File: src/tcd_clock_regs.svh
// Register offsets, field positions, reset values and counts of the
// transceiver clock distribution block.
// Assumes inclusion by its bare name from the block's module.
`ifndef TCD_CLOCK_REGS_SVH
`define TCD_CLOCK_REGS_SVH

// -----------------------------------------------------------------------
// Register offsets
// -----------------------------------------------------------------------
`define TCD_OFS_IFACE_CLK     6'h01
`define TCD_OFS_TX_PATH       6'h13
`define TCD_OFS_PLL_TIMING    6'h15
`define TCD_OFS_AUX_SRC       6'h16

// -----------------------------------------------------------------------
// Field positions
// -----------------------------------------------------------------------
`define TCD_CLK_MODE_HI       7
`define TCD_CLK_MODE_LO       5
`define TCD_AUX_ENABLE_BIT    2
`define TCD_DCLK_INVERT_BIT   1
`define TCD_TX_FALL_BIT       5
`define TCD_INTERP_HI         1
`define TCD_INTERP_LO         0
`define TCD_PLL_BYPASS_BIT    7
`define TCD_ADC_DIV_BIT       5
`define TCD_ALT_TIMING_BIT    4
`define TCD_PLL_FIFTH_DIVIDER_BIT_BIT      3
`define TCD_PLL_MULT_HI       2
`define TCD_PLL_MULT_LO       0
`define TCD_AUX_PLL_SRC_BIT   5

// -----------------------------------------------------------------------
// Reset values and codes
// -----------------------------------------------------------------------
`define TCD_RST_REG           8'h00
`define TCD_CLK_MODE_DEFAULT  3'h0
`define TCD_CLK_MODE_OPTION   3'h1
`define TCD_CLK_MODE_CLONE    3'h2
`define TCD_INTERP_1X         2'h0
`define TCD_INTERP_2X         2'h1
`define TCD_INTERP_4X         2'h2
`define TCD_PLL_MULT_MAX      3'h4
`define TCD_DIV5_LAST         3'h4
`define TCD_PER_W             16

`endif

File: src/tcd_clock_pkg.sv
// Types shared by the clock distribution block.
// Assumes tcd_clock_regs.svh is on the include path.
`default_nettype none

package tcd_clock_pkg;

   // -----------------------------------------------------------------------
   // Interface operating modes
   // -----------------------------------------------------------------------
   typedef enum logic [1:0] {
      TCD_FULL_DUPLEX_MODE        = 2'h0,
      TCD_HALF_DUPLEX_WIDE_MODE   = 2'h1,
      TCD_HALF_DUPLEX_NARROW_MODE = 2'h2,
      TCD_CLONE_MODE              = 2'h3
   } tcd_iface_mode_t;

   // -----------------------------------------------------------------------
   // Decoded configuration fields
   // -----------------------------------------------------------------------
   typedef struct packed {
      logic [2:0] clk_mode;
      logic       aux_enable;
      logic       dclk_invert;
      logic       tx_latch_falling;
      logic [1:0] interp;
      logic       pll_bypass;
      logic       adc_div;
      logic       alt_timing;
      logic       pll_fifth_divider_bit;
      logic [2:0] pll_mult;
      logic       aux_pll_source;
   } tcd_cfg_t;

   typedef struct packed {
      logic dac_update_tick;
      logic tx_data_tick;
      logic rx_clock_tick;
      logic adc_clock_tick;
   } tcd_ticks_t;

endpackage

`default_nettype wire

File: src/tcd_clock_distribution.sv
// Clock distribution and interface clock formatter of the transceiver.
// Assumes mclk at 50 MHz, reference inputs and mode pins asynchronous.
//
// How it works
// In half duplex the direction pin is an input choosing receive or transmit.
// Clock mode field, bits 7:5 of 0x01, resets to 000, the base modes.
// Optional modes 2, 5, 8 and 10 are selected by programming clock mode.
// Interleaved modes 1, 2, 7, 8, 10 run with 2x or 4x interpolation.
// DAC update clock equals transmit reference times PLL factor.
// Non-interleaved transmit clock is reference times PLL factor over interpolation.
// Interleaved transmit clock is twice reference times PLL factor over interpolation.
// Normal timing: receive clock is receive reference, optionally halved by ADC divider.
// Alternate timing: receive clock is PLL output, optionally halved by ADC divider.
// Aux pin idle outside full duplex unless enabled; enabled gives continuous clock.
// Full duplex aux pin always clocks; enable bit inverts it. Code: in optional full duplex it carries frame sync pulses, enable ignored.
// Bit 1 of 0x01 inverts the interface data clock pin.
// Bit 5 of 0x13 selects rising or falling transmit latch edge.
// Bits 1:0 of 0x13 set interpolation to 1x, 2x or 4x.
// Bit 7 of 0x15 bypasses the PLL when set.
// Bit 5 of 0x15 halves the ADC clock from the receive path clock.
// Bit 4 of 0x15 picks receive reference or PLL output for receive path.
// Bit 3 of 0x15 divides PLL output by five.
// Bits 2:0 of 0x15 select PLL factor 1x, 2x, 4x, 8x or 16x.
// Bit 5 of 0x16 picks buffered reference or PLL clock for aux pin.
// In half duplex and clone, data clock pin follows direction: transmit or receive.
// Software bypasses PLL below 16 MHz input or 32 MHz output.
`timescale 1ns/1ps
`include "tcd_clock_regs.svh"
`default_nettype none

module tcd_clock_distribution #(
   parameter int PER_W = `TCD_PER_W
) (
   input  wire logic        mclk,                       // System clock, 50 MHz.
   input  wire logic        resetn,                     // Asynchronous reset, active low.
   input  wire logic [5:0]  reg_addr,                   // Register address.
   input  wire logic [7:0]  reg_wdata,                  // Register write data.
   input  wire logic        reg_write,                  // Write strobe, one cycle.
   output logic      [7:0]  reg_rdata,                  // Read data of reg_addr, registered.
   input  wire logic        rx_reference_input,         // Receive reference pin.
   input  wire logic        tx_reference_input,         // Transmit reference pin.
   input  wire logic        duplex_select,              // High selects full duplex.
   input  wire logic        bus_width_select,           // High selects 12-bit half duplex.
   input  wire logic        direction_select_pin,       // Half duplex: high is transmit.
   output logic             aux_clock_pin,              // Aux clock pin level.
   output logic             aux_clock_pin_oe_n,         // Aux pin enable, low drives.
   output logic             interface_data_clock_pin,   // Interface data clock level.
   output logic             tx_latch_falling,           // Transmit data latched on falling edge.
   output logic             rx_frame_sync,              // Receive frame sync, optional full duplex.
   output tcd_clock_pkg::tcd_ticks_t ticks,             // Rising-edge pulses of derived clocks.
   output logic             interleaved_tx              // Transmit data interleaved in this mode.
);

   // -----------------------------------------------------------------------
   // Registers
   // -----------------------------------------------------------------------
   logic [7:0] interface_clock_config;
   logic [7:0] tx_path_config;
   logic [7:0] pll_timing_config;
   logic [7:0] aux_clock_source_config;
   tcd_clock_pkg::tcd_cfg_t cfg;

   always_ff @(posedge mclk or negedge resetn) begin
      if (!resetn) begin
         interface_clock_config  <= `TCD_RST_REG;
         tx_path_config          <= `TCD_RST_REG;
         pll_timing_config       <= `TCD_RST_REG;
         aux_clock_source_config <= `TCD_RST_REG;
      end else if (reg_write) begin
         case (reg_addr)
            `TCD_OFS_IFACE_CLK:  interface_clock_config  <= reg_wdata;
            `TCD_OFS_TX_PATH:    tx_path_config          <= reg_wdata;
            `TCD_OFS_PLL_TIMING: pll_timing_config       <= reg_wdata;
            `TCD_OFS_AUX_SRC:    aux_clock_source_config <= reg_wdata;
            default: begin
            end
         endcase
      end
   end

   always_ff @(posedge mclk or negedge resetn) begin
      if (!resetn) begin
         reg_rdata <= 8'h00;
      end else begin
         case (reg_addr)
            `TCD_OFS_IFACE_CLK:  reg_rdata <= interface_clock_config;
            `TCD_OFS_TX_PATH:    reg_rdata <= tx_path_config;
            `TCD_OFS_PLL_TIMING: reg_rdata <= pll_timing_config;
            `TCD_OFS_AUX_SRC:    reg_rdata <= aux_clock_source_config;
            default:             reg_rdata <= 8'h00;
         endcase
      end
   end

   always_comb begin
      cfg.clk_mode    = interface_clock_config[`TCD_CLK_MODE_HI:`TCD_CLK_MODE_LO];
      cfg.aux_enable  = interface_clock_config[`TCD_AUX_ENABLE_BIT];
      cfg.dclk_invert = interface_clock_config[`TCD_DCLK_INVERT_BIT];
      cfg.tx_latch_falling = tx_path_config[`TCD_TX_FALL_BIT];
      cfg.interp      = tx_path_config[`TCD_INTERP_HI:`TCD_INTERP_LO];
      cfg.pll_bypass  = pll_timing_config[`TCD_PLL_BYPASS_BIT];
      cfg.adc_div     = pll_timing_config[`TCD_ADC_DIV_BIT];
      cfg.alt_timing  = pll_timing_config[`TCD_ALT_TIMING_BIT];
      cfg.pll_fifth_divider_bit = pll_timing_config[`TCD_PLL_FIFTH_DIVIDER_BIT_BIT];
      cfg.pll_mult    = pll_timing_config[`TCD_PLL_MULT_HI:`TCD_PLL_MULT_LO];
      cfg.aux_pll_source = aux_clock_source_config[`TCD_AUX_PLL_SRC_BIT];
   end

   // -----------------------------------------------------------------------
   // Pin synchronisers
   // -----------------------------------------------------------------------
   localparam int NPIN = 5;
   logic [NPIN-1:0] pin_raw;
   logic [NPIN-1:0] pin_meta;
   logic [NPIN-1:0] pin_sync;

   assign pin_raw = {direction_select_pin, bus_width_select, duplex_select,
                     tx_reference_input, rx_reference_input};

   for (genvar i = 0; i < NPIN; i++) begin : g_sync
      always_ff @(posedge mclk or negedge resetn) begin
         if (!resetn) begin
            pin_meta[i] <= 1'b0;
            pin_sync[i] <= 1'b0;
         end else begin
            pin_meta[i] <= pin_raw[i];
            pin_sync[i] <= pin_meta[i];
         end
      end
   end

   logic rx_ref;
   logic tx_ref;
   logic dir_tx;
   logic rx_ref_d;
   logic tx_ref_d;
   assign rx_ref = pin_sync[0];
   assign tx_ref = pin_sync[1];
   assign dir_tx = pin_sync[4];

   always_ff @(posedge mclk or negedge resetn) begin
      if (!resetn) begin
         rx_ref_d <= 1'b0;
         tx_ref_d <= 1'b0;
      end else begin
         rx_ref_d <= rx_ref;
         tx_ref_d <= tx_ref;
      end
   end

   logic tx_ref_rise;
   logic tx_ref_edge;
   logic rx_ref_edge;
   assign tx_ref_rise = tx_ref & ~tx_ref_d;
   assign tx_ref_edge = tx_ref ^ tx_ref_d;
   assign rx_ref_edge = rx_ref ^ rx_ref_d;

   // -----------------------------------------------------------------------
   // Mode decode
   // -----------------------------------------------------------------------
   tcd_clock_pkg::tcd_iface_mode_t mode;
   logic optional_mode;

   always_comb begin
      optional_mode = (cfg.clk_mode == `TCD_CLK_MODE_OPTION);
      if (cfg.clk_mode == `TCD_CLK_MODE_CLONE && !pin_sync[2])
         mode = tcd_clock_pkg::TCD_CLONE_MODE;
      else if (pin_sync[2])
         mode = tcd_clock_pkg::TCD_FULL_DUPLEX_MODE;
      else if (pin_sync[3])
         mode = tcd_clock_pkg::TCD_HALF_DUPLEX_NARROW_MODE;
      else
         mode = tcd_clock_pkg::TCD_HALF_DUPLEX_WIDE_MODE;
   end

   // Only the 24-bit half duplex mode outside clone mode carries parallel transmit data.
   assign interleaved_tx = (mode != tcd_clock_pkg::TCD_HALF_DUPLEX_WIDE_MODE);

   // -----------------------------------------------------------------------
   // PLL model
   // -----------------------------------------------------------------------
   // The reference period is measured in mclk cycles and the PLL emits
   // half-period events at a fraction of it; a limitation is that the
   // multiplied rate cannot exceed half of mclk.
   logic [PER_W-1:0] per_cnt;
   logic [PER_W-1:0] per_meas;
   logic [PER_W-1:0] step;
   logic [PER_W-1:0] step_cnt;
   logic [2:0]       mult_log2;
   logic             pll_ev;

   assign mult_log2 = (cfg.pll_mult > `TCD_PLL_MULT_MAX) ? `TCD_PLL_MULT_MAX
                                                          : cfg.pll_mult;

   always_comb begin
      step = per_meas >> (mult_log2 + 3'h1);
      if (step == '0)
         step = PER_W'(1);
   end

   always_ff @(posedge mclk or negedge resetn) begin
      if (!resetn) begin
         per_cnt  <= '0;
         per_meas <= '0;
      end else if (tx_ref_rise) begin
         per_cnt  <= PER_W'(1);
         per_meas <= per_cnt;
      end else if (per_cnt != '1) begin
         per_cnt <= per_cnt + PER_W'(1);
      end
   end

   always_ff @(posedge mclk or negedge resetn) begin
      if (!resetn) begin
         step_cnt <= '0;
         pll_ev   <= 1'b0;
      end else if (tx_ref_rise || step_cnt + PER_W'(1) >= step) begin
         step_cnt <= '0;
         pll_ev   <= 1'b1;
      end else begin
         step_cnt <= step_cnt + PER_W'(1);
         pll_ev   <= 1'b0;
      end
   end

   logic [2:0] div5_cnt;
   logic       div5_ev;
   always_ff @(posedge mclk or negedge resetn) begin
      if (!resetn) begin
         div5_cnt <= 3'h0;
      end else if (pll_ev) begin
         div5_cnt <= (div5_cnt == `TCD_DIV5_LAST) ? 3'h0 : div5_cnt + 3'h1;
      end
   end
   assign div5_ev = pll_ev && div5_cnt == `TCD_DIV5_LAST;

   logic pll_out_ev;
   logic sys_ev;
   logic sys_lvl;
   assign pll_out_ev = cfg.pll_fifth_divider_bit ? div5_ev : pll_ev;
   // Software keeps the PLL in bypass for slow references.
   assign sys_ev = cfg.pll_bypass ? tx_ref_edge : pll_out_ev;

   always_ff @(posedge mclk or negedge resetn) begin
      if (!resetn)
         sys_lvl <= 1'b0;
      else if (sys_ev)
         sys_lvl <= ~sys_lvl;
   end

   // -----------------------------------------------------------------------
   // Transmit clocks
   // -----------------------------------------------------------------------
   logic [1:0] eff_interp;
   logic [1:0] tx_last;
   logic [1:0] tx_cnt;
   logic       tx_ev;
   logic       tx_lvl;

   // Interleaved modes never run at 1x, so a 1x or reserved code is raised to 2x.
   always_comb begin
      eff_interp = cfg.interp;
      if (cfg.interp == 2'h3 || (interleaved_tx && cfg.interp == `TCD_INTERP_1X))
         eff_interp = `TCD_INTERP_2X;
      case (eff_interp)
         `TCD_INTERP_4X: tx_last = interleaved_tx ? 2'h1 : 2'h3;
         `TCD_INTERP_2X: tx_last = interleaved_tx ? 2'h0 : 2'h1;
         default:        tx_last = 2'h0;
      endcase
   end

   always_ff @(posedge mclk or negedge resetn) begin
      if (!resetn) begin
         tx_cnt <= 2'h0;
      end else if (sys_ev) begin
         tx_cnt <= (tx_cnt >= tx_last) ? 2'h0 : tx_cnt + 2'h1;
      end
   end
   assign tx_ev = sys_ev && tx_cnt >= tx_last;

   always_ff @(posedge mclk or negedge resetn) begin
      if (!resetn)
         tx_lvl <= 1'b0;
      else if (tx_ev)
         tx_lvl <= ~tx_lvl;
   end

   // -----------------------------------------------------------------------
   // Receive clocks
   // -----------------------------------------------------------------------
   logic rx_path_ev;
   logic rx_div_ph;
   logic rx_ev;
   logic rx_lvl;

   assign rx_path_ev = cfg.alt_timing ? sys_ev : rx_ref_edge;

   always_ff @(posedge mclk or negedge resetn) begin
      if (!resetn)
         rx_div_ph <= 1'b0;
      else if (rx_path_ev)
         rx_div_ph <= ~rx_div_ph;
   end
   assign rx_ev = rx_path_ev && (!cfg.adc_div || rx_div_ph);

   always_ff @(posedge mclk or negedge resetn) begin
      if (!resetn)
         rx_lvl <= 1'b0;
      else if (rx_ev)
         rx_lvl <= ~rx_lvl;
   end

   always_ff @(posedge mclk or negedge resetn) begin
      if (!resetn) begin
         ticks <= '0;
      end else begin
         ticks.dac_update_tick <= sys_ev && !sys_lvl;
         ticks.tx_data_tick    <= tx_ev && !tx_lvl;
         ticks.rx_clock_tick   <= rx_ev && !rx_lvl;
         ticks.adc_clock_tick  <= rx_ev && !rx_lvl;
      end
   end

   // -----------------------------------------------------------------------
   // Interface pin formatter
   // -----------------------------------------------------------------------
   logic fd;
   logic aux_src;
   assign fd      = (mode == tcd_clock_pkg::TCD_FULL_DUPLEX_MODE);
   assign aux_src = cfg.aux_pll_source ? sys_lvl : rx_ref;

   always_ff @(posedge mclk or negedge resetn) begin
      if (!resetn) begin
         aux_clock_pin      <= 1'b0;
         aux_clock_pin_oe_n <= 1'b1;
         rx_frame_sync      <= 1'b0;
      end else if (fd) begin
         aux_clock_pin_oe_n <= 1'b0;
         rx_frame_sync      <= optional_mode && rx_ev && !rx_lvl;
         if (optional_mode)
            aux_clock_pin <= optional_mode && rx_ev && !rx_lvl;
         else
            aux_clock_pin <= rx_ref ^ cfg.aux_enable;
      end else begin
         rx_frame_sync      <= 1'b0;
         aux_clock_pin_oe_n <= ~cfg.aux_enable;
         aux_clock_pin      <= cfg.aux_enable & aux_src;
      end
   end

   always_ff @(posedge mclk or negedge resetn) begin
      if (!resetn)
         interface_data_clock_pin <= 1'b0;
      else if (fd)
         interface_data_clock_pin <= tx_lvl ^ cfg.dclk_invert;
      else
         interface_data_clock_pin <= (dir_tx ? tx_lvl : rx_lvl) ^ cfg.dclk_invert;
   end

   always_ff @(posedge mclk or negedge resetn) begin
      if (!resetn)
         tx_latch_falling <= 1'b0;
      else
         tx_latch_falling <= cfg.tx_latch_falling;
   end

   // -----------------------------------------------------------------------
   // Checks
   // -----------------------------------------------------------------------
   a_mode_reset_default: assert property (@(posedge mclk) $rose(resetn) |->
      cfg.clk_mode == `TCD_CLK_MODE_DEFAULT) else $error("clock mode not default");
   a_interleave_interp: assert property (@(posedge mclk) disable iff (!resetn)
      interleaved_tx |-> eff_interp != `TCD_INTERP_1X) else $error("interleaved at 1x");
   a_dac_tick_rate: assert property (@(posedge mclk) disable iff (!resetn)
      ticks.dac_update_tick |=> !ticks.dac_update_tick) else $error("dac tick repeats");
   a_tx_follows_sys: assert property (@(posedge mclk) disable iff (!resetn)
      tx_ev |-> sys_ev) else $error("tx event without system event");
   a_rx_alt_source: assert property (@(posedge mclk) disable iff (!resetn)
      cfg.alt_timing && rx_path_ev |-> sys_ev) else $error("alt rx not from pll");
   a_adc_halves: assert property (@(posedge mclk) disable iff (!resetn)
      cfg.adc_div && rx_path_ev && !rx_div_ph |-> !rx_ev) else $error("adc divider open");
   a_aux_fd_driven: assert property (@(posedge mclk) disable iff (!resetn)
      fd |=> !aux_clock_pin_oe_n || !$past(resetn)) else $error("aux undriven in fd");
   a_aux_hd_idle: assert property (@(posedge mclk) disable iff (!resetn)
      !fd && !cfg.aux_enable ##1 $stable(cfg) && !fd |-> aux_clock_pin_oe_n)
      else $error("aux driven while disabled");
   a_dclk_invert: assert property (@(posedge mclk) disable iff (!resetn)
      fd ##1 fd |-> interface_data_clock_pin == ($past(tx_lvl) ^ $past(cfg.dclk_invert)))
      else $error("data clock polarity wrong");
   a_div5_count: assert property (@(posedge mclk) disable iff (!resetn)
      div5_cnt <= `TCD_DIV5_LAST) else $error("divide by five overrun");

endmodule

`default_nettype wire

File: config.mk
export PLATFORM = sky130hd
export DESIGN_NAME = tcd_clock_distribution
export DESIGN_NICKNAME = d
export VERILOG_FILES = /design/src/tcd_clock_pkg.sv /design/src/tcd_clock_distribution.sv
export VERILOG_INCLUDE_DIRS = /design/src
export SDC_FILE = /design/constraint.sdc
export NUM_CORES = 1
export LEC_CHECK = 0
export BUFFER_PORTS_ARGS = -buffer_cell sky130_fd_sc_hd__buf_2
export CAP_MARGIN = 20
export CORE_ASPECT_RATIO = 0.8
export CORE_MARGIN = 10
export CORE_UTILIZATION = 40
export CTS_CLUSTER_DIAMETER = 80
export DETAILED_ROUTE_END_ITERATION = 6
export HOLD_SLACK_MARGIN = 0.06
export PLACE_DENSITY = 0.65
export SYNTH_ARGS = -nofsm -noshare
export SYNTH_HDL_FRONTEND = slang
export SYNTH_SLANG_ARGS = --single-unit
File: constraint.sdc
create_clock -name mclk -period 11.7 [get_ports mclk]
set_input_delay 3.51 -clock mclk [delete_from_list [all_inputs] [get_ports mclk]]
set_output_delay 3.51 -clock mclk [all_outputs]
set_load 0.02 [all_outputs]
## Word-level counts from Yosys, hierarchy flattened

Index checks and enable logic that the tools add are counted.

- Shift operators: 1
- Reduce and logical (&&, ||, !) cells: 26
- Magnitude comparators: 3
- Add/sub/neg operators: 5
- Equality and inequality tests: 12
- Bitwise operators: 13
- Mux-type cells: 26

Operator list:

| cell | number |
|---|---|
| 16-bit two-way mux | 4 |
| 16-bit by 1-bit adder with 16-bit output (second input constant) | 2 |
| 8-bit case mux with 4 select lines | 1 |
| 6-bit by 5-bit equality test with 1-bit output (second input constant) | 3 |
| 16-bit greater-or-equal comparator | 1 |
| 16-bit logical NOT | 1 |
| 16-bit != test (second input constant) | 1 |
| 16-bit by 3-bit >> shifter with 16-bit output | 1 |
| 1-bit two-way mux | 12 |
| 2-bit two-way mux | 6 |
| 1-bit logical AND | 10 |
| 2-bit AND reduction | 4 |
| 3-bit by 1-bit adder with 3-bit output (second input constant) | 2 |
| 6-bit by 1-bit equality test with 1-bit output (second input constant) | 1 |
| 3-bit two-way mux | 2 |
| 1-bit inverter | 6 |
| 1-bit logical NOT | 5 |
| 1-bit XOR | 5 |
| 2-bit equality test (second input constant) | 2 |
| 2-bit logical NOT | 2 |
| 2-bit case mux with 2 select lines | 1 |
| 3-bit by 1-bit equality test with 1-bit output (second input constant) | 1 |
| 3-bit by 2-bit equality test with 1-bit output (second input constant) | 1 |
| 3-bit equality test (second input constant) | 1 |
| other kinds (8) | 11 |

- Bits in registers: 118
- Input bits: 22

## Longest topological paths before layout

Gate-level depths: netlist of the first run.

- Depth after elaboration: 12
- Gate-level depth with buffers: 21

## Worst setup path after synthesis of the first run

No wires, ideal clock.

- Path kind: input port to flip-flop
- Start: input port reg_addr[5]
- End: register aux_clock_source_config[0]
- Buffers on the path: 0
- Data arrival time: 4.805 ns
- Setup slack: 6.770 ns
- Stages: 4
- Cells stage by stage: nand3b_1 > nor4b_2 > nand2_2 > mux2_2

- Word-level cells in the longest chain between the ends: 2

Ends and longest elaborated chain:

| what | line | text |
|---|---|---|
| from (decl) | tcd_clock_distribution.sv:36 | `input wire logic [5:0] reg_addr,` |
| 6-bit by 5-bit equality test with 1-bit output | tcd_clock_distribution.sv:70 | `case (reg_addr)` |
| 2-bit AND reduction (no line) | -- |  |
| to (signal assigned) | tcd_clock_distribution.sv:68 | `` aux_clock_source_config <= `TCD_RST_REG; `` |
| to (signal assigned) | tcd_clock_distribution.sv:74 | `` `TCD_OFS_AUX_SRC: aux_clock_source_config <= reg_wdata; `` |
| to (decl) | tcd_clock_distribution.sv:60 | `logic [7:0] aux_clock_source_config;` |

No other way between the ends.
A chain may end at the register's enable or synchronous reset.

## Worst setup path after layout of the first run

- Start: register pll_timing_config[0]
- End: register step_cnt[12]

- Word-level cells in the longest chain between the ends: 9

Ends and longest elaborated chain:

| what | line | text |
|---|---|---|
| from (decl) | tcd_clock_distribution.sv:59 | `logic [7:0] pll_timing_config;` |
| from (signal assigned) | tcd_clock_distribution.sv:67 | `` pll_timing_config <= `TCD_RST_REG; `` |
| from (signal assigned) | tcd_clock_distribution.sv:73 | `` `TCD_OFS_PLL_TIMING: pll_timing_config <= reg_wdata; `` |
| 3-bit greater-than comparator (no line) | -- |  |
| 3-bit two-way mux * | tcd_clock_distribution.sv:192 | `` assign mult_log2 = (cfg.pll_mult > `TCD_PLL_MULT_MAX) ? `TCD_PLL_MULT_MAX `` |
| 3-bit by 1-bit adder with 3-bit output * | tcd_clock_distribution.sv:196 | `step = per_meas >> (mult_log2 + 3'h1);` |
| 16-bit by 3-bit >> shifter with 16-bit output * | tcd_clock_distribution.sv:196 |  |
| 16-bit logical NOT | tcd_clock_distribution.sv:197 | `if (step == '0)` |
| 16-bit two-way mux * | tcd_clock_distribution.sv:197 |  |
| 16-bit greater-or-equal comparator * | tcd_clock_distribution.sv:217 | `end else if (tx_ref_rise \|\| step_cnt + PER_W'(1) >= step) begin` |
| 1-bit logical OR * | tcd_clock_distribution.sv:217 |  |
| 16-bit two-way mux * | tcd_clock_distribution.sv:217 |  |
| to (signal assigned) | tcd_clock_distribution.sv:221 | `step_cnt <= step_cnt + PER_W'(1);` |
| to (decl) | tcd_clock_distribution.sv:188 | `logic [PER_W-1:0] step_cnt;` |

Every way passes the cells marked *; elsewhere a longest branch is shown, timed or not.

==> flow_summary.ini, run 1 <==
[worst_setup_path]
criticalPathCategory = flip-flop to flip-flop
path_max_fanout = 15
cp_data_arrival_time_ns = 5.51
path_buf_inv = 2
required_ns = 12.01
r2r_setup_slack_ns = 6.49
crit_path_end_kind = flip-flop
critPathMaxStageDelay_ns = 0.77
crit_chain = nand2b_4 -> inv_4 -> ha_1 -> xor2_1 -> mux4_2 -> a21oi_1 -> nand4_1 -> o31ai_2 -> ha_1 -> nand2b_1 -> a21oi_1 -> o21ai_0 -> a31oi_1 -> o2111ai_1 -> buf_4 -> a21boi_0
slowest_stage = dfrtp_1
cpLargestDelayFamily = compound AO/OA/AOI/OAI gates
cp-start-kind = flip-flop

[yosys]
synth-compound-area-share_pct = 10.7
synthFlopType = dfrtp_1
synth_xor_area_share_pct = 5.49
synthesis.nets = 577
async_reset_ff_share_pct = 100
synth_fa_ha_area_share_pct = 4.96
synth-seq-area-share_pct = 48.8
ys_ff_latch = 118
syn_area_per_cell_sq_um = 11.4
synth_area_sq_um = 6060
ys_types = 62
synth_warnings = 0
synthCells = 531
synthSimpleGateAreaFrac_pct = 13.2
synth-edff-count = 0
synth_top_family_by_area = multiplexers
muxShareOfSynthArea_pct = 14.5

[placed_design]
gp_congestion = 0.882
hpwl_mm = 9.46
post_dp_cell_area_sq_um = 6410
numPortBuffers = 39
dpl.cell_count = 745

[layout]
final_cell_area_sq_um = 7080
drive_above_1_share_pct = 24.7
fin_cells = 779
final_nets = 623
diodes = 0
layout_common_cells = dfrtp_1, mux2_2, nor2_1, buf_2, nand2_1
syn_to_final_growth_pct = 16.8
mostFrequentLayoutCell = dfrtp_1

[pwr]
powerDensity_nw_per_um2 = 193
power_leakage_nw = 3.33
ir_worst_vdd_uv = 117

[route]
drt-initial-drc-count = 286
routed_via_density = 5.45
wl_per_cell_microns = 16.9
route.antenna.remaining_nets = 0
vias = 4246
wirelength_mm = 13.2
drcViolationCount = 0
dr.pass1.iters = 5

[min_path]
worstHoldPathType = flip-flop to flip-flop

[outcome]
outcome = finished clean

[global_routing]
grt_pass1_vias = 4212
grt_usage_pct = 13.3
grt_antenna_before_repair = 0
grt_pass1_wl_mm = 21.8
grt_max_degree = 84
grt.overflow.total = 0

[floorplan]
die-width_microns = 158
start_util_pct = 40.6
fp-row-count = 40
die_h_microns = 130
core_region_area_sq_um = 14900
pin_count = 40
die_area_sq_um = 20500

[sta]
finalSetupViolCount = 0
timing.fmax_mhz = 192
rsz0062_at_grt = false
min_period_ns = 5.21
finalHoldViolCount = 0
fin_crit_sh_pct = 44.5
worstMarginPinSlew_ns = 0.872
drv_slew = 0
slew-limit-headroom_pct = 41.7
setup-tns-final_ns = 0
fin_skew_ns = 0.0164
fin_hold_ws_ns = 0.350

[cts]
clk_pin_slew_ns = 0.06
clk_path_buf_depth = 2
post_cts_resized = 0
clk_latency_ns = 0.41
postCtsSetupBuffers = 0
ctsHoldBuffers = 0
htree_levels = 4
cts_tree = done
cts.sinks = 118
cts_inserted_buffers = 17
clockRootBuffer = clkbuf_16

[flow_run]
drv_cap = 0
## routing by layer
layer	share of wire, %	wire [microns]	global-route usage, %
met3	5.3	700	3.39
met1	48	6330	18.8
met5	0	0	0
met2	45	5960	19.6
met4	1.3	170	4.17
## cell usage after synthesis, types with 10 or more instances
cell	number	area (sq um)
a21boi_0	17	128
a21oi_1	17	85.1
a22oi_1	17	128
dfrtp_1	117	2930
ha_1	24	300
inv_1	11	41.3
mux2_2	49	552
mux2i_1	22	220
nand2_1	37	139
nand3_1	19	95.1
nand4_1	10	62.6
nor2_1	38	143
o21ai_0	14	70.1
xnor2_1	16	140
xor2_1	22	193
## stage by stage
stage               setup WS (ns)  power [mW]  util [%]
global placement             6.46       0.796      43.0
finish                       6.49        1.36      47.5
global route                 6.10        1.44      47.5
CTS                          6.26        1.37      47.2
detailed placement           6.30       0.810      43.0
floorplan                    6.77       0.728         -
## final cells by class
type	instances	area [sq um]
clock buffers	18	429
repair buffers	43	248
inverters	13	51.3
well taps	189	236
flip-flops and latches	118	2950
fillers	1337	7840
multi-input cells	384	2960
clock inverters	14	199
## kinds of logic (layout without fill, tap and decap cells)
logic type	Yosys count	after routing
AND/OR/NAND/NOR	152	152
flip-flops	118	118
AO/OA/AOI/OAI	94	94
multiplexers	76	76
XOR/XNOR	38	38
buffers and inverters	29	88
adder cells (fa/ha/maj)	24	24
## flip-flops by register name, indices dropped and copies added, names as in the netlist, 3 cells and up
name,cells
per_cnt,16
interface_clock_config,8
aux_clock_source_config,8
pll_timing_config,8
step_cnt,16
ticks,3
pin_meta,5
reg_rdata,8
tx_path_config,8
div5_cnt,3
per_meas,16
## final timing paths
kind,start,end,cells after the start
worst max-delay path,pll_timing_config[0],step_cnt[12],16
worst min-delay path,pin_meta[4],dir_tx,0
worst max register to register,pll_timing_config[0],step_cnt[12],16
worst min register to register,pin_meta[4],dir_tx,0
max in group asynchronous,resetn,per_meas[3],3
min in group asynchronous,resetn,reg_rdata[6],1
## power by group
part           leakage (nW)  switching, mW  total (mW)  internal (mW)
Combinational          1.48          0.162       0.288          0.126
Sequential             1.55         0.0573       0.526          0.468
Clock                 0.294          0.192       0.551          0.358
Power figures use the tool's default switching activity.
==> run 2: changes to the inputs <==
clock period = 4.85 ns   (was 11.7 ns; I/O delays follow)
==> flow_summary.ini, run 2 (synthesis gave the netlist of run 1 again) <==
[outcome]
outcome = finished clean

[global_routing]
grt_max_degree = 61
grt_pass1_vias = 4350
grt_usage_pct = 13.3
grt_pass1_wl_mm = 21.9
grt.overflow.total = 0
grt_antenna_before_repair = 0

[pwr]
power_leakage_nw = 3.33
ir_worst_vdd_uv = 249
powerDensity_nw_per_um2 = 449

[route]
wirelength_mm = 13.1
met2WireLength_mm = 5.99
wl_per_cell_microns = 16.7
drcViolationCount = 0
vias = 4272
drt-initial-drc-count = 292
route.antenna.remaining_nets = 0
routed_via_density = 5.45
wl_met3_microns = 418
dr.pass1.iters = 5
maxUsedRoutingLayer = met4
wl_met1_mm = 6.55

[sta]
timing.fmax_mhz = 240
min_period_ns = 4.17
fin_hold_ws_ns = 0.348
fin_skew_ns = 0.0126
worstMarginPinSlew_ns = 0.730
drv_slew = 0
finalSetupViolCount = 0
fin_crit_sh_pct = 86.0
finalHoldViolCount = 0
slew-limit-headroom_pct = 51.3
rsz0062_at_grt = false
setup-tns-final_ns = 0

[worst_setup_path]
reg2reg_depth = 18
crit_path_end_kind = flip-flop
required_ns = 5.15
r2r_setup_slack_ns = 0.68
path_max_fanout = 15
cp-start-kind = flip-flop
slowest_stage = ha_1
rr_endpoint = pll_ev
critPathMaxStageDelay_ns = 0.40
criticalPathCategory = flip-flop to flip-flop
crit_chain = buf_4 -> nand2b_4 -> inv_4 -> ha_1 -> xor2_1 -> buf_4 -> mux4_2 -> a21oi_1 -> nand4_1 -> o31ai_2 -> ha_1 -> nand2b_1 -> a21oi_1 -> o21ai_0 -> a31oi_1 -> o2111ai_1 -> buf_4 -> and2_1
critPathMostFrequentCell = buf_4
r2r-start = pll_timing_config[2]
cp_data_arrival_time_ns = 4.47

[layout]
largestRegisters = per_cnt (16), per_meas (16), step_cnt (16)
layout_common_cells = dfrtp_1, mux2_2, nor2_1, buf_2, nand2_1
diodes = 0
multiInputGateArea_sq_um = 2960
drive_above_1_share_pct = 25.5
syn_to_final_growth_pct = 16.2
mostFrequentLayoutCell = dfrtp_1
fillers = 1336
final_nets = 628
ff_latch_area_sq_um = 2950

[cts]
cts_tree = done
post_cts_resized = 0
clockRootBuffer = clkbuf_16
cts.sinks = 118
htree_levels = 4
clk_path_buf_depth = 2
ctsHoldBuffers = 0
cts_inserted_buffers = 17
postCtsSetupBuffers = 0
clk_latency_ns = 0.41
clk_pin_slew_ns = 0.06

[floorplan]
start_util_pct = 40.6
pin_count = 40
fp-row-count = 40
die_area_sq_um = 20500
die-width_microns = 158
core_region_area_sq_um = 14900
die_h_microns = 130

[placed_design]
gp_congestion = 0.888
hpwl_mm = 9.22
numPortBuffers = 39

[min_path]
holdCritStartpoint = pin_meta[0]
worstHoldPathType = flip-flop to flip-flop
worstHoldEndpoint = rx_ref
worstHoldPathCells = 0

[flow_run]
drv_cap = 0
run 2: critical path: cells and delay by family (launching register included):
family / cells / cell delay (ns)
and+or+nand+nor: 4 / 0.64
adders and majority gates: 2 / 0.65
AOI/OAI and AO/OA: 6 / 1.10
xor gates and xnor gates: 1 / 0.17
muxes: 1 / 0.34
buffers and inverters: 4 / 0.77
DFF: 1 / 0.36
run 2: per-stage QoR:
step	power, mW	area [sq um]	setup slack (ns)	utilization [%]	cells
floorplan	1.76	6060	0.852	-	531
global placement	1.93	6460	0.471	43.3	751
detailed placement	1.95	6460	0.316	43.3	751
CTS	3.16	7030	0.319	47.2	783
global route	3.34	7040	0.246	47.2	784
finish	3.16	7040	0.679	47.2	784
run 2: where the power goes:
part / total [mW] / internal [mW] / switching, mW / leakage, nW
combinational: 0.699 / 0.307 / 0.392 / 1.50
clock: 1.20 / 0.736 / 0.468 / 0.277
sequential: 1.26 / 1.13 / 0.126 / 1.55
run 2: per-layer routing:
layer  track usage [%]  vias to the layer above
li1                  -                     2017
met1              18.6                     2166
met2              20.0                       76
met3              2.80                       13
met4              5.05                        0
met5                 0                        -
run 2: worst max-delay path by stage:
stage                         startpoint  depth (start not counted)  slack, ns           end
CTS                 pll_timing_config[2]                         17       0.32  step_cnt[15]
global route        pll_timing_config[2]                         18       0.25   step_cnt[3]
floorplan           pll_timing_config[0]                         20       0.85  step_cnt[10]
finish              pll_timing_config[2]                         18       0.68        pll_ev
global placement    pll_timing_config[2]                         17       0.47        pll_ev
detailed placement  pll_timing_config[2]                         17       0.32   step_cnt[6]
run 2: layout make-up:
type	instances	share of cell area, %
clock buffers	19	6.43
inverters	13	0.729
repair buffers	48	3.77
well taps	189	3.36
clock inverters	13	1.71
multi-input cells	384	42.0
flip-flops and latches	118	42.0
